### src/include/lic_pkg.sv
// Shared constants for the line interface control-two register block
package lic_pkg;
    // ----------------------------------------------------------------
    // Bus geometry and register indices (byte address = index * 4)
    // ----------------------------------------------------------------
    localparam int ADR_W = 8;
    localparam int DAT_W = 32;
    localparam logic [5:0] IDX_CTRL2 = 6'h11;
    localparam logic [5:0] IDX_INT_STAT = 6'h20;
    localparam logic [5:0] IDX_INT_MASK = 6'h21;
    localparam logic [5:0] IDX_LINE_STAT = 6'h22;

    // ----------------------------------------------------------------
    // Control-two field positions
    // ----------------------------------------------------------------
    localparam int BIT_MANUAL_CAL = 6;
    localparam int BIT_AUTO_CAL_DIS = 5;
    localparam int BIT_CUR_LIMIT = 4;
    localparam int BIT_OVL_PROT = 3;
    localparam int BIT_BILL_PROT = 2;
    localparam int BIT_RX_OVL = 1;
    localparam int BIT_BILL_FLAG = 0;

    // ----------------------------------------------------------------
    // Interrupt event and line status positions
    // ----------------------------------------------------------------
    localparam int EV_W = 4;
    localparam int EV_CAL_DONE = 0;
    localparam int EV_OVERLOAD = 1;
    localparam int EV_RX_OVL = 2;
    localparam int EV_BILL = 3;
    localparam int LS_OFF_HOOK = 0;
    localparam int LS_CALIBRATING = 1;
    localparam int LS_OVL_DET = 2;
    localparam int LS_BILL_ACTIVE = 3;

    // ----------------------------------------------------------------
    // Values after reset and line encodings
    // ----------------------------------------------------------------
    localparam logic [7:0] CTRL2_RST = 8'h00;
    localparam logic [EV_W-1:0] INT_MASK_RST = 4'h0;
    localparam logic [EV_W-1:0] INT_STAT_RST = 4'h0;
    localparam logic [1:0] MODE_CURRENT_LIMITING = 2'h3;
    localparam logic [4:0] LOOP_ALL_ONES = 5'h1f;

    // ----------------------------------------------------------------
    // Pin synchroniser lanes
    // ----------------------------------------------------------------
    localparam int SYNC_W = 3;
    localparam int SY_RX_OVL = 0;
    localparam int SY_BILL = 1;
    localparam int SY_CAL_DONE = 2;
endpackage

### src/design/lic_control2.sv
// Control-two register bank of the line interface with Wishbone slave and interrupt
//
// Notes on behaviour
// - Writing one to the manual calibrate bit starts calibration; zero requests nothing.
// - Automatic calibration runs while auto calibrate disable is zero, suppressed when one.
// - Current limit enable acts only in current-limiting mode, limiting before 60 mA.
// - Off-hook, protect enabled, loop reading all ones: drop termination, reduce hook current.
// - Off-hook, billing protect enabled, billing flag rises: termination high-Z, tracking stops.
// - Receive overload flag sets on excessive input, stays until software writes zero.
// - Billing tone flag sets on detected tone, stays until software writes zero.
// - Current-limiting mode is termination mode select value binary 11.
`timescale 1ns/1ps
`default_nettype none
module lic_control2 (
    // Clock and reset
    input wire logic ref_clk,
    input wire logic rst_n,
    // Wishbone classic slave
    input wire logic wb_cyc_i,
    input wire logic wb_stb_i,
    input wire logic wb_we_i,
    input wire logic [lic_pkg::ADR_W-1:0] wb_adr_i,
    input wire logic [3:0] wb_sel_i,
    input wire logic [lic_pkg::DAT_W-1:0] wb_dat_i,
    output logic [lic_pkg::DAT_W-1:0] wb_dat_o,
    output logic wb_ack_o,
    // Line state from same-clock logic
    input wire logic off_hook,
    input wire logic [4:0] loop_current_reading,
    input wire logic [1:0] termination_mode_select,
    // Asynchronous analog status pins
    input wire logic rx_overload_pin,
    input wire logic billing_tone_pin,
    input wire logic cal_done_pin,
    // Line-side controls
    output logic cal_start,
    output logic auto_calibrate_enable,
    output logic current_limit_active,
    output logic termination_disable,
    output logic hook_current_reduce,
    output logic termination_high_z,
    output logic termination_tracking,
    // Interrupt
    output logic irq
);
    import lic_pkg::*;

    // ----------------------------------------------------------------
    // State
    // ----------------------------------------------------------------
    typedef struct packed {
        logic calibrating;
        logic auto_calibrate_disable;
        logic current_limit_enable;
        logic overload_protect_enable;
        logic billing_tone_protect_enable;
        logic receive_overload_flag;
        logic billing_tone_flag;
        logic overload_protect_detected;
        logic billing_protect_active;
        logic billing_tone_prev;
        logic off_hook_prev;
        logic cal_done_prev;
        logic cal_start;
        logic [EV_W-1:0] int_stat;
        logic [EV_W-1:0] int_mask;
        logic ack;
        logic [DAT_W-1:0] dat;
    } lic_state_t;

    lic_state_t s;
    lic_state_t next_s;

    logic [SYNC_W-1:0] pin_s;
    logic req;
    logic [5:0] idx;
    logic wr_lane0;
    logic wr_ctrl;
    logic off_rise;
    logic auto_cal;
    logic man_cal;
    logic bill_rise;
    logic cal_done_rise;
    logic ovl_hit;
    logic [EV_W-1:0] ev;
    logic [7:0] ctrl_rd;
    logic [EV_W-1:0] line_rd;

    // ----------------------------------------------------------------
    // Pin synchronisers
    // ----------------------------------------------------------------
    lic_pin_sync lic_pin_sync_i (
        .ref_clk(ref_clk),
        .rst_n(rst_n),
        .pin_raw({cal_done_pin, billing_tone_pin, rx_overload_pin}),
        .pin_sync(pin_s)
    );

    // Request decode; ack gating keeps one answer per request
    assign req = wb_cyc_i & wb_stb_i & ~s.ack;
    assign idx = wb_adr_i[7:2];
    assign wr_lane0 = req & wb_we_i & wb_sel_i[0];
    assign wr_ctrl = wr_lane0 && (idx == IDX_CTRL2);

    // Line events
    assign off_rise = off_hook & ~s.off_hook_prev;
    assign auto_cal = off_rise & ~s.auto_calibrate_disable;
    assign man_cal = wr_ctrl & wb_dat_i[BIT_MANUAL_CAL];
    assign bill_rise = s.billing_tone_flag & ~s.billing_tone_prev;
    assign cal_done_rise = pin_s[SY_CAL_DONE] & ~s.cal_done_prev;
    assign ovl_hit = off_hook & s.overload_protect_enable
        & (loop_current_reading == LOOP_ALL_ONES);

    // Sticky interrupt events, each a single-cycle cause
    assign ev[EV_CAL_DONE] = cal_done_rise & s.calibrating;
    assign ev[EV_OVERLOAD] = ovl_hit & ~s.overload_protect_detected;
    assign ev[EV_RX_OVL] = pin_s[SY_RX_OVL] & ~s.receive_overload_flag;
    assign ev[EV_BILL] = pin_s[SY_BILL] & ~s.billing_tone_flag;

    // Read views; top bit of control-two reads zero
    assign ctrl_rd = {1'b0, s.calibrating, s.auto_calibrate_disable, s.current_limit_enable,
        s.overload_protect_enable, s.billing_tone_protect_enable,
        s.receive_overload_flag, s.billing_tone_flag};
    assign line_rd = {s.billing_protect_active, s.overload_protect_detected,
        s.calibrating, s.off_hook_prev};

    // ----------------------------------------------------------------
    // Next-state logic
    // ----------------------------------------------------------------
    always_comb
    begin
        next_s = s;
        next_s.ack = req;
        next_s.off_hook_prev = off_hook;
        next_s.cal_done_prev = pin_s[SY_CAL_DONE];
        next_s.billing_tone_prev = s.billing_tone_flag;

        // Calibration start pulse; a start beats a done in the same cycle
        next_s.cal_start = man_cal | auto_cal;
        if (man_cal || auto_cal)
        begin
            next_s.calibrating = 1'b1;
        end
        else if (cal_done_rise)
        begin
            next_s.calibrating = 1'b0;
        end

        // Control field writes
        if (wr_ctrl)
        begin
            next_s.auto_calibrate_disable = wb_dat_i[BIT_AUTO_CAL_DIS];
            next_s.current_limit_enable = wb_dat_i[BIT_CUR_LIMIT];
            next_s.overload_protect_enable = wb_dat_i[BIT_OVL_PROT];
            next_s.billing_tone_protect_enable = wb_dat_i[BIT_BILL_PROT];
        end

        // Sticky flags: write zero clears, write one keeps, hardware set wins
        if (wr_ctrl && !wb_dat_i[BIT_RX_OVL])
        begin
            next_s.receive_overload_flag = 1'b0;
        end
        if (pin_s[SY_RX_OVL])
        begin
            next_s.receive_overload_flag = 1'b1;
        end
        if (wr_ctrl && !wb_dat_i[BIT_BILL_FLAG])
        begin
            next_s.billing_tone_flag = 1'b0;
        end
        if (pin_s[SY_BILL])
        begin
            next_s.billing_tone_flag = 1'b1;
        end

        // Overload latch holds until software drops the enable
        if (!s.overload_protect_enable)
        begin
            next_s.overload_protect_detected = 1'b0;
        end
        else if (ovl_hit)
        begin
            next_s.overload_protect_detected = 1'b1;
        end

        // Billing protection ends when disabled or back on-hook
        if (!s.billing_tone_protect_enable || !off_hook)
        begin
            next_s.billing_protect_active = 1'b0;
        end
        else if (bill_rise)
        begin
            next_s.billing_protect_active = 1'b1;
        end

        // Interrupt status: write one clears, new event wins
        if (wr_lane0 && (idx == IDX_INT_STAT))
        begin
            next_s.int_stat = s.int_stat & ~wb_dat_i[EV_W-1:0];
        end
        next_s.int_stat = next_s.int_stat | ev;
        if (wr_lane0 && (idx == IDX_INT_MASK))
        begin
            next_s.int_mask = wb_dat_i[EV_W-1:0];
        end

        // Read data, unmapped addresses answer with zero
        if (req && !wb_we_i)
        begin
            if (idx == IDX_CTRL2)
            begin
                next_s.dat = {24'h000000, ctrl_rd};
            end
            else if (idx == IDX_INT_STAT)
            begin
                next_s.dat = {28'h0000000, s.int_stat};
            end
            else if (idx == IDX_INT_MASK)
            begin
                next_s.dat = {28'h0000000, s.int_mask};
            end
            else if (idx == IDX_LINE_STAT)
            begin
                next_s.dat = {28'h0000000, line_rd};
            end
            else
            begin
                next_s.dat = 32'h00000000;
            end
        end

        // Synchronous reset
        if (!rst_n)
        begin
            next_s = '0;
            {next_s.auto_calibrate_disable, next_s.current_limit_enable,
                next_s.overload_protect_enable, next_s.billing_tone_protect_enable,
                next_s.receive_overload_flag, next_s.billing_tone_flag} = CTRL2_RST[5:0];
            next_s.int_stat = INT_STAT_RST;
            next_s.int_mask = INT_MASK_RST;
        end
    end

    // State register
    always_ff @(posedge ref_clk)
    begin
        s <= next_s;
    end

    // ----------------------------------------------------------------
    // Outputs
    // ----------------------------------------------------------------
    assign wb_ack_o = s.ack;
    assign wb_dat_o = s.dat;
    assign cal_start = s.cal_start;
    assign auto_calibrate_enable = ~s.auto_calibrate_disable;
    // Limit only counts in the current-limiting termination mode
    assign current_limit_active = s.current_limit_enable
        & (termination_mode_select == MODE_CURRENT_LIMITING);
    assign termination_disable = s.overload_protect_detected;
    assign hook_current_reduce = s.overload_protect_detected;
    assign termination_high_z = s.billing_protect_active;
    assign termination_tracking = ~s.billing_protect_active;
    assign irq = |(s.int_stat & s.int_mask);
endmodule
`default_nettype wire

### src/design/lic_pin_sync.sv
// Two-stage synchroniser for the asynchronous line-side status pins
`timescale 1ns/1ps
`default_nettype none
module lic_pin_sync (
    // Clock and reset
    input wire logic ref_clk,
    input wire logic rst_n,
    // Raw pins and their synchronised copies
    input wire logic [lic_pkg::SYNC_W-1:0] pin_raw,
    output logic [lic_pkg::SYNC_W-1:0] pin_sync
);
    import lic_pkg::*;

    typedef struct packed {
        logic [SYNC_W-1:0] first;
        logic [SYNC_W-1:0] second;
    } lic_sync_t;

    lic_sync_t s;
    lic_sync_t next_s;

    // First stage feeds only the second stage
    always_comb
    begin
        next_s = s;
        next_s.first = pin_raw;
        next_s.second = s.first;
        if (!rst_n)
        begin
            next_s = '0;
        end
    end

    // State register
    always_ff @(posedge ref_clk)
    begin
        s <= next_s;
    end

    assign pin_sync = s.second;
endmodule
`default_nettype wire

### config.mk
export PLATFORM = sky130hd
export DESIGN_NAME = lic_control2
export DESIGN_NICKNAME = d
export VERILOG_FILES = /design/src/include/lic_pkg.sv /design/src/design/lic_control2.sv /design/src/design/lic_pin_sync.sv
export SDC_FILE = /design/constraint.sdc
export NUM_CORES = 1
export LEC_CHECK = 0
export BUFFER_PORTS_ARGS = -buffer_cell sky130_fd_sc_hd__buf_2
export CORE_UTILIZATION = 43
export DETAILED_ROUTE_END_ITERATION = 7
export GPL_TIMING_DRIVEN = 0
export HOLD_SLACK_MARGIN = 0.03
export PLACE_DENSITY = 0.79
export SETUP_SLACK_MARGIN = 0.3
export SLEW_MARGIN = 5
export SYNTH_ARGS = -nofsm -noshare
export SYNTH_HDL_FRONTEND = slang
export SYNTH_SLANG_ARGS = --single-unit
### constraint.sdc
create_clock -name ref_clk -period 2.08 [get_ports ref_clk]
set_input_delay 0.104 -clock ref_clk [delete_from_list [all_inputs] [get_ports ref_clk]]
set_output_delay 0.104 -clock ref_clk [all_outputs]
set_load 0.005 [all_outputs]
# == After elaboration in Yosys (flattened, before gate mapping) ==
# Cells that the tools add are included.
# totals
reg_bits,60
elab_cells,86
# classes
eq_ne,6
mux,11
bitwise,31
reduce_logical,19
# ops
operator,n
"6-bit equality test, second input constant",3
1-bit AND,16
4-bit two-way mux,4
1-bit NOT,10
4-bit AND,2
7-bit two-way mux,1
"6-bit by 5-bit equality test with 1-bit output, second input constant",1
1-bit logical AND,6
1-bit two-way mux,6
2-bit nonzero test,3
"5-bit equality test, second input constant",1
1-bit zero test,5
4-bit NOT,1
4-bit bitwise OR,1
4-bit OR reduction,1
"2-bit equality test, second input constant",1
1-bit logical OR,2
2-bit AND reduction,1
2-bit OR reduction,1
1-bit bitwise OR,1

# == Longest topological paths before layout ==
# depth
depth_word,8
mapped_depth,6
depth_no_buf,4

# == Hierarchy ==
# From an unflattened synthesis, not the netlist that was laid out.
# hier_totals
cells_unflattened,201
hier_area_um2,1789.2
# modules_own_cells
mod,n_inst,cells_each,area_each_um2
lic_control2,1,186,1609.0
lic_pin_sync,1,15,180.2

# == Worst setup path after synthesis ==
# OpenSTA, ideal clock, no wires.
# synth_path
path_kind,input to register
from,input port wb_adr_i[3] in the netlist's numbering
to,"register s, in the netlist ctrl_rd[2]"
arrival_ps,1617
t_required_ps,1952
path_slack_ps,335
path_stages,6
path_cell_list,buf_6 or4b_1 buf_2 nor4_4 mux2i_1 nor2_1
# synth_via
elab_chain_len,2
# synth_rtl
item,line_no,text
"start, declared",lic_control2.sv:22,"input wire logic [lic_pkg::ADR_W-1:0] wb_adr_i,"
6-bit by 5-bit equality test with 1-bit output,lic_control2.sv:103,assign wr_ctrl = wr_lane0 && (idx == IDX_CTRL2);
1-bit logical AND,lic_control2.sv:103,
"end signal, assigned",lic_control2.sv:247,s <= next_s;
"end, declared",lic_control2.sv:71,lic_state_t s;
# No other way between the ends.
# A chain may end at the register's enable or synchronous reset.

# == Worst setup path after layout ==
# layout_path
from,"register s, in the netlist wb_ack_o"
to,register s[40] in the netlist's numbering
# layout_via
elab_chain_len,7
# layout_rtl
item,line_no,text
1-bit NOT,lic_control2.sv:100,assign req = wb_cyc_i & wb_stb_i & ~s.ack;
1-bit AND,lic_control2.sv:100,
1-bit AND (2 in series),lic_control2.sv:102,assign wr_lane0 = req & wb_we_i & wb_sel_i[0];
1-bit logical AND,lic_control2.sv:197,if (wr_lane0 && (idx == IDX_INT_STAT))
4-bit two-way mux,lic_control2.sv:197,
4-bit bitwise OR,lic_control2.sv:201,next_s.int_stat = next_s.int_stat | ev;
# No other way between the ends.

==> flow_summary.json <==
{
  "drc_errors": 0,
  "met1Wirelength_um": 1360,
  "synth_seq_cells": 35,
  "p_switching_uw": 302,
  "multi_input_area_um2": 783,
  "coreArea_mm2": 0.00372,
  "io_pins": 101,
  "h-tree-depth": 2,
  "antenna_found_initial": 0,
  "gp_congestion": 0.842,
  "power.density_mw_per_mm2": 619,
  "vias_per_cell": 4.56,
  "yosys_warnings": 0,
  "slew_viol_final": 0,
  "grt_max_degree": 11,
  "final-seq-area_um2": 701,
  "fmax_ghz": 0.595,
  "ys.flop_type": "dfxtp_1",
  "grtUsageTotal_pct": 17.0,
  "drive_gt1_share_pct": 35.1,
  "min_path_type": "in2reg",
  "clkPwrFrac_pct": 38.6,
  "critical_path.startpoint_type": "flop",
  "synth-edff-count": 0,
  "topRoutingLayerUsed": "met4",
  "status": "completed",
  "grt-ovfl-total": 0,
  "path_max_fanout": 6,
  "post-dp-hpwl_um": 2630,
  "clkLatencyLatePin_ns": 0.29,
  "fin_nets": 330,
  "crit_type": "reg2reg",
  "drtIter0Drc": 42,
  "sw_frac_of_total_pct": 22.1,
  "antenna_left": 0,
  "grt_pass1_vias": 1243,
  "met2WireLength_um": 1640,
  "wl_met3_um": 274,
  "finalSetupViolCount": 0,
  "synth_area_mm2": 0.00169,
  "r2r-start": "wb_ack_o",
  "cp_cell_sequence": "nand3b_1 -> or4_1 -> nor2_2 -> a311oi_1",
  "finalPower_mw": 1.37,
  "finalCritPeriodShare_pct": 80.7,
  "rrSetupSlack_ns": 0.40,
  "die_h_um": 64.7,
  "numClockSinks": 35,
  "seqPwrFrac_pct": 50.9,
  "num_rows": 22,
  "worst_clock_skew_ns": 0.00748,
  "yosysMostFrequentCell": "dfxtp_1",
  "yosysSeqAreaShare_pct": 41.4,
  "synthCells": 190,
  "min_from": "wb_dat_i[1]",
  "vias": 1456,
  "netlist-cell-type-count": 33,
  "synth_common_cells": "35 x dfxtp_1, 33 x buf_4, 23 x nor2_1, 12 x mux2i_1",
  "ir_drop_mv": 0.396,
  "finalSetupTns_ns": 0,
  "rsz0062_at_grt": "true",
  "combPwrFrac_pct": 10.6,
  "path_clk_slew_ns": 0.07,
  "avgRoutedWirePerCell_um": 10.4,
  "port_buffers": 44,
  "yosysTopAreaCell": "dfxtp_1",
  "start_util_pct": 45.6,
  "maxSlewHeadroom_pct": 66.2,
  "cap_violations": 0,
  "worst-slew-pin-transition_ns": 0.507,
  "setup.worst_path.end_class": "flop",
  "die_area_mm2": 0.00419,
  "cts_buffers": 5,
  "hold_viol_final": 0,
  "critPathMaxStageDelay_ns": 0.60,
  "internal_power_mw": 1.07,
  "grt_pass1_wl_um": 5420,
  "diodes": 0,
  "syn_to_final_growth_pct": 30.6,
  "clockRootBuffer": "clkbuf_8",
  "layout_min_cycle_time_ns": 1.68,
  "wl_um": 3320,
  "arrival_ns": 1.84,
  "cp-startpoint": "wb_ack_o",
  "dieWidth_um": 64.7,
  "crit_slowest_cell": "or4_1",
  "clockBufferDepth": 2,
  "holdWs_ns": 0.0489,
  "avgSynthCellArea_um2": 8.91,
  "yosys.area.top_type_share_pct": 41.4,
  "post-route-util_pct": 59.5,
  "synthTopCellsByArea": "dfxtp_1 41%, buf_4 15%, mux2i_1 7.1%",
  "async_reset_ff_share_pct": 0,
  "first_pass_iters": 4,
  "critical_path_required_ns": 2.24,
  "cts_tree": "built",
  "p_leak_nw": 1.07,
  "fillers": 340
}
==> per-layer routing <==
layer / track usage (%) / vias to the layer above
li1: - / 752
met2: 29.3 / 57
met1: 19.6 / 642
met4: 7.78 / 0
met5: 0 / -
met3: 4.40 / 5
==> registers in the layout, indices dropped and copies added (netlist names) <==
signal                   count
s                           10
ctrl_rd                      7
wb_dat_o                     7
lic_pin_sync_i.pin_sync      3
lic_pin_sync_i.s             3
cal_start                    1
hook_current_reduce          1
line_rd                      1
termination_high_z           1
wb_ack_o                     1
==> kinds of logic after synthesis <==
group                  synth area share, %
DFF                                   41.4
muxes                                 7.10
other                                0.222
buffers and inverters                 17.8
AOI/OAI and AO/OA                     11.5
and+or+nand+nor                       22.0
==> critical path: cells and delay by family (launching register included) <==
family	cells	cell delay (ns)
compound gates	1	0.12
simple gates	3	1.13
flops	1	0.30
==> cell usage in the layout (no fill, tap or decap) <==
cell type and count:
a211oi_1 4, a31o_1 1, nand4_1 1, or4b_1 1, a21oi_1 8, o211a_1 1, mux2i_1 12, a31oi_1 1
nor2_1 22, buf_4 35, or4b_2 1, clkbuf_8 7, a32o_2 1, dfxtp_1 35, or2_2 2, nor2_2 1
dlygate4sd3_1 3, a311oi_1 2, buf_6 1, nand3_1 8, inv_1 6, o21ai_0 5, nand3b_1 1, or4_1 1
and2_1 8, nor4_4 2, nand2b_1 3, o31ai_1 4, nor2b_1 3, nand2_1 8, nor3_1 4, a22oi_1 2
conb_1 25, clkbuf_1 5, and3_1 2, buf_2 45
==> timing repair <==
action	4_1_cts	5_1_grt
gates resized for setup	0	1
hold buffers	3	0
setup endpoints to repair	0	9
hold endpoints to repair	3	0
setup buffers	0	2
==> path summary, 6_finish.rpt <==
kind	cells after the start	endpoint
worst max-delay path	4	s[40]
worst min-delay path	2	s[38]
worst max register to register	4	s[40]
worst min register to register	1	lic_pin_sync_i.pin_sync[0]
==> area by class of cell <==
class | instances | share of cell area (%)
multi-input cells | 134 | 35.4
well taps | 48 | 2.72
clock buffers | 8 | 4.53
repair buffers | 49 | 12.0
inverters | 6 | 1.02
flip-flops and latches | 35 | 31.7
plain buffers | 39 | 12.6
==> stage by stage <==
| stage | instance area [µm²] | setup slack [ns] | instances |
|---|---|---|---|
| floorplan | 1780 | 0.335 | 214 |
| global placement | 2060 | 0.116 | 306 |
| finish | 2210 | 0.401 | 319 |
| global route | 2210 | 0.284 | 319 |
| detailed placement | 2060 | 0.114 | 306 |
| CTS | 2190 | 0.325 | 317 |
==> power groups by stage <==
stage	Clock, mW	Combinational (mW)	Sequential, mW
after floorplan	0	0.0947	0.708
after global placement	0	0.137	0.710
after detailed placement	0	0.139	0.711
after CTS	0.538	0.144	0.696
after global routing	0.563	0.161	0.698
final	0.527	0.144	0.696
No activity file was read; power rests on OpenSTA's default activity.
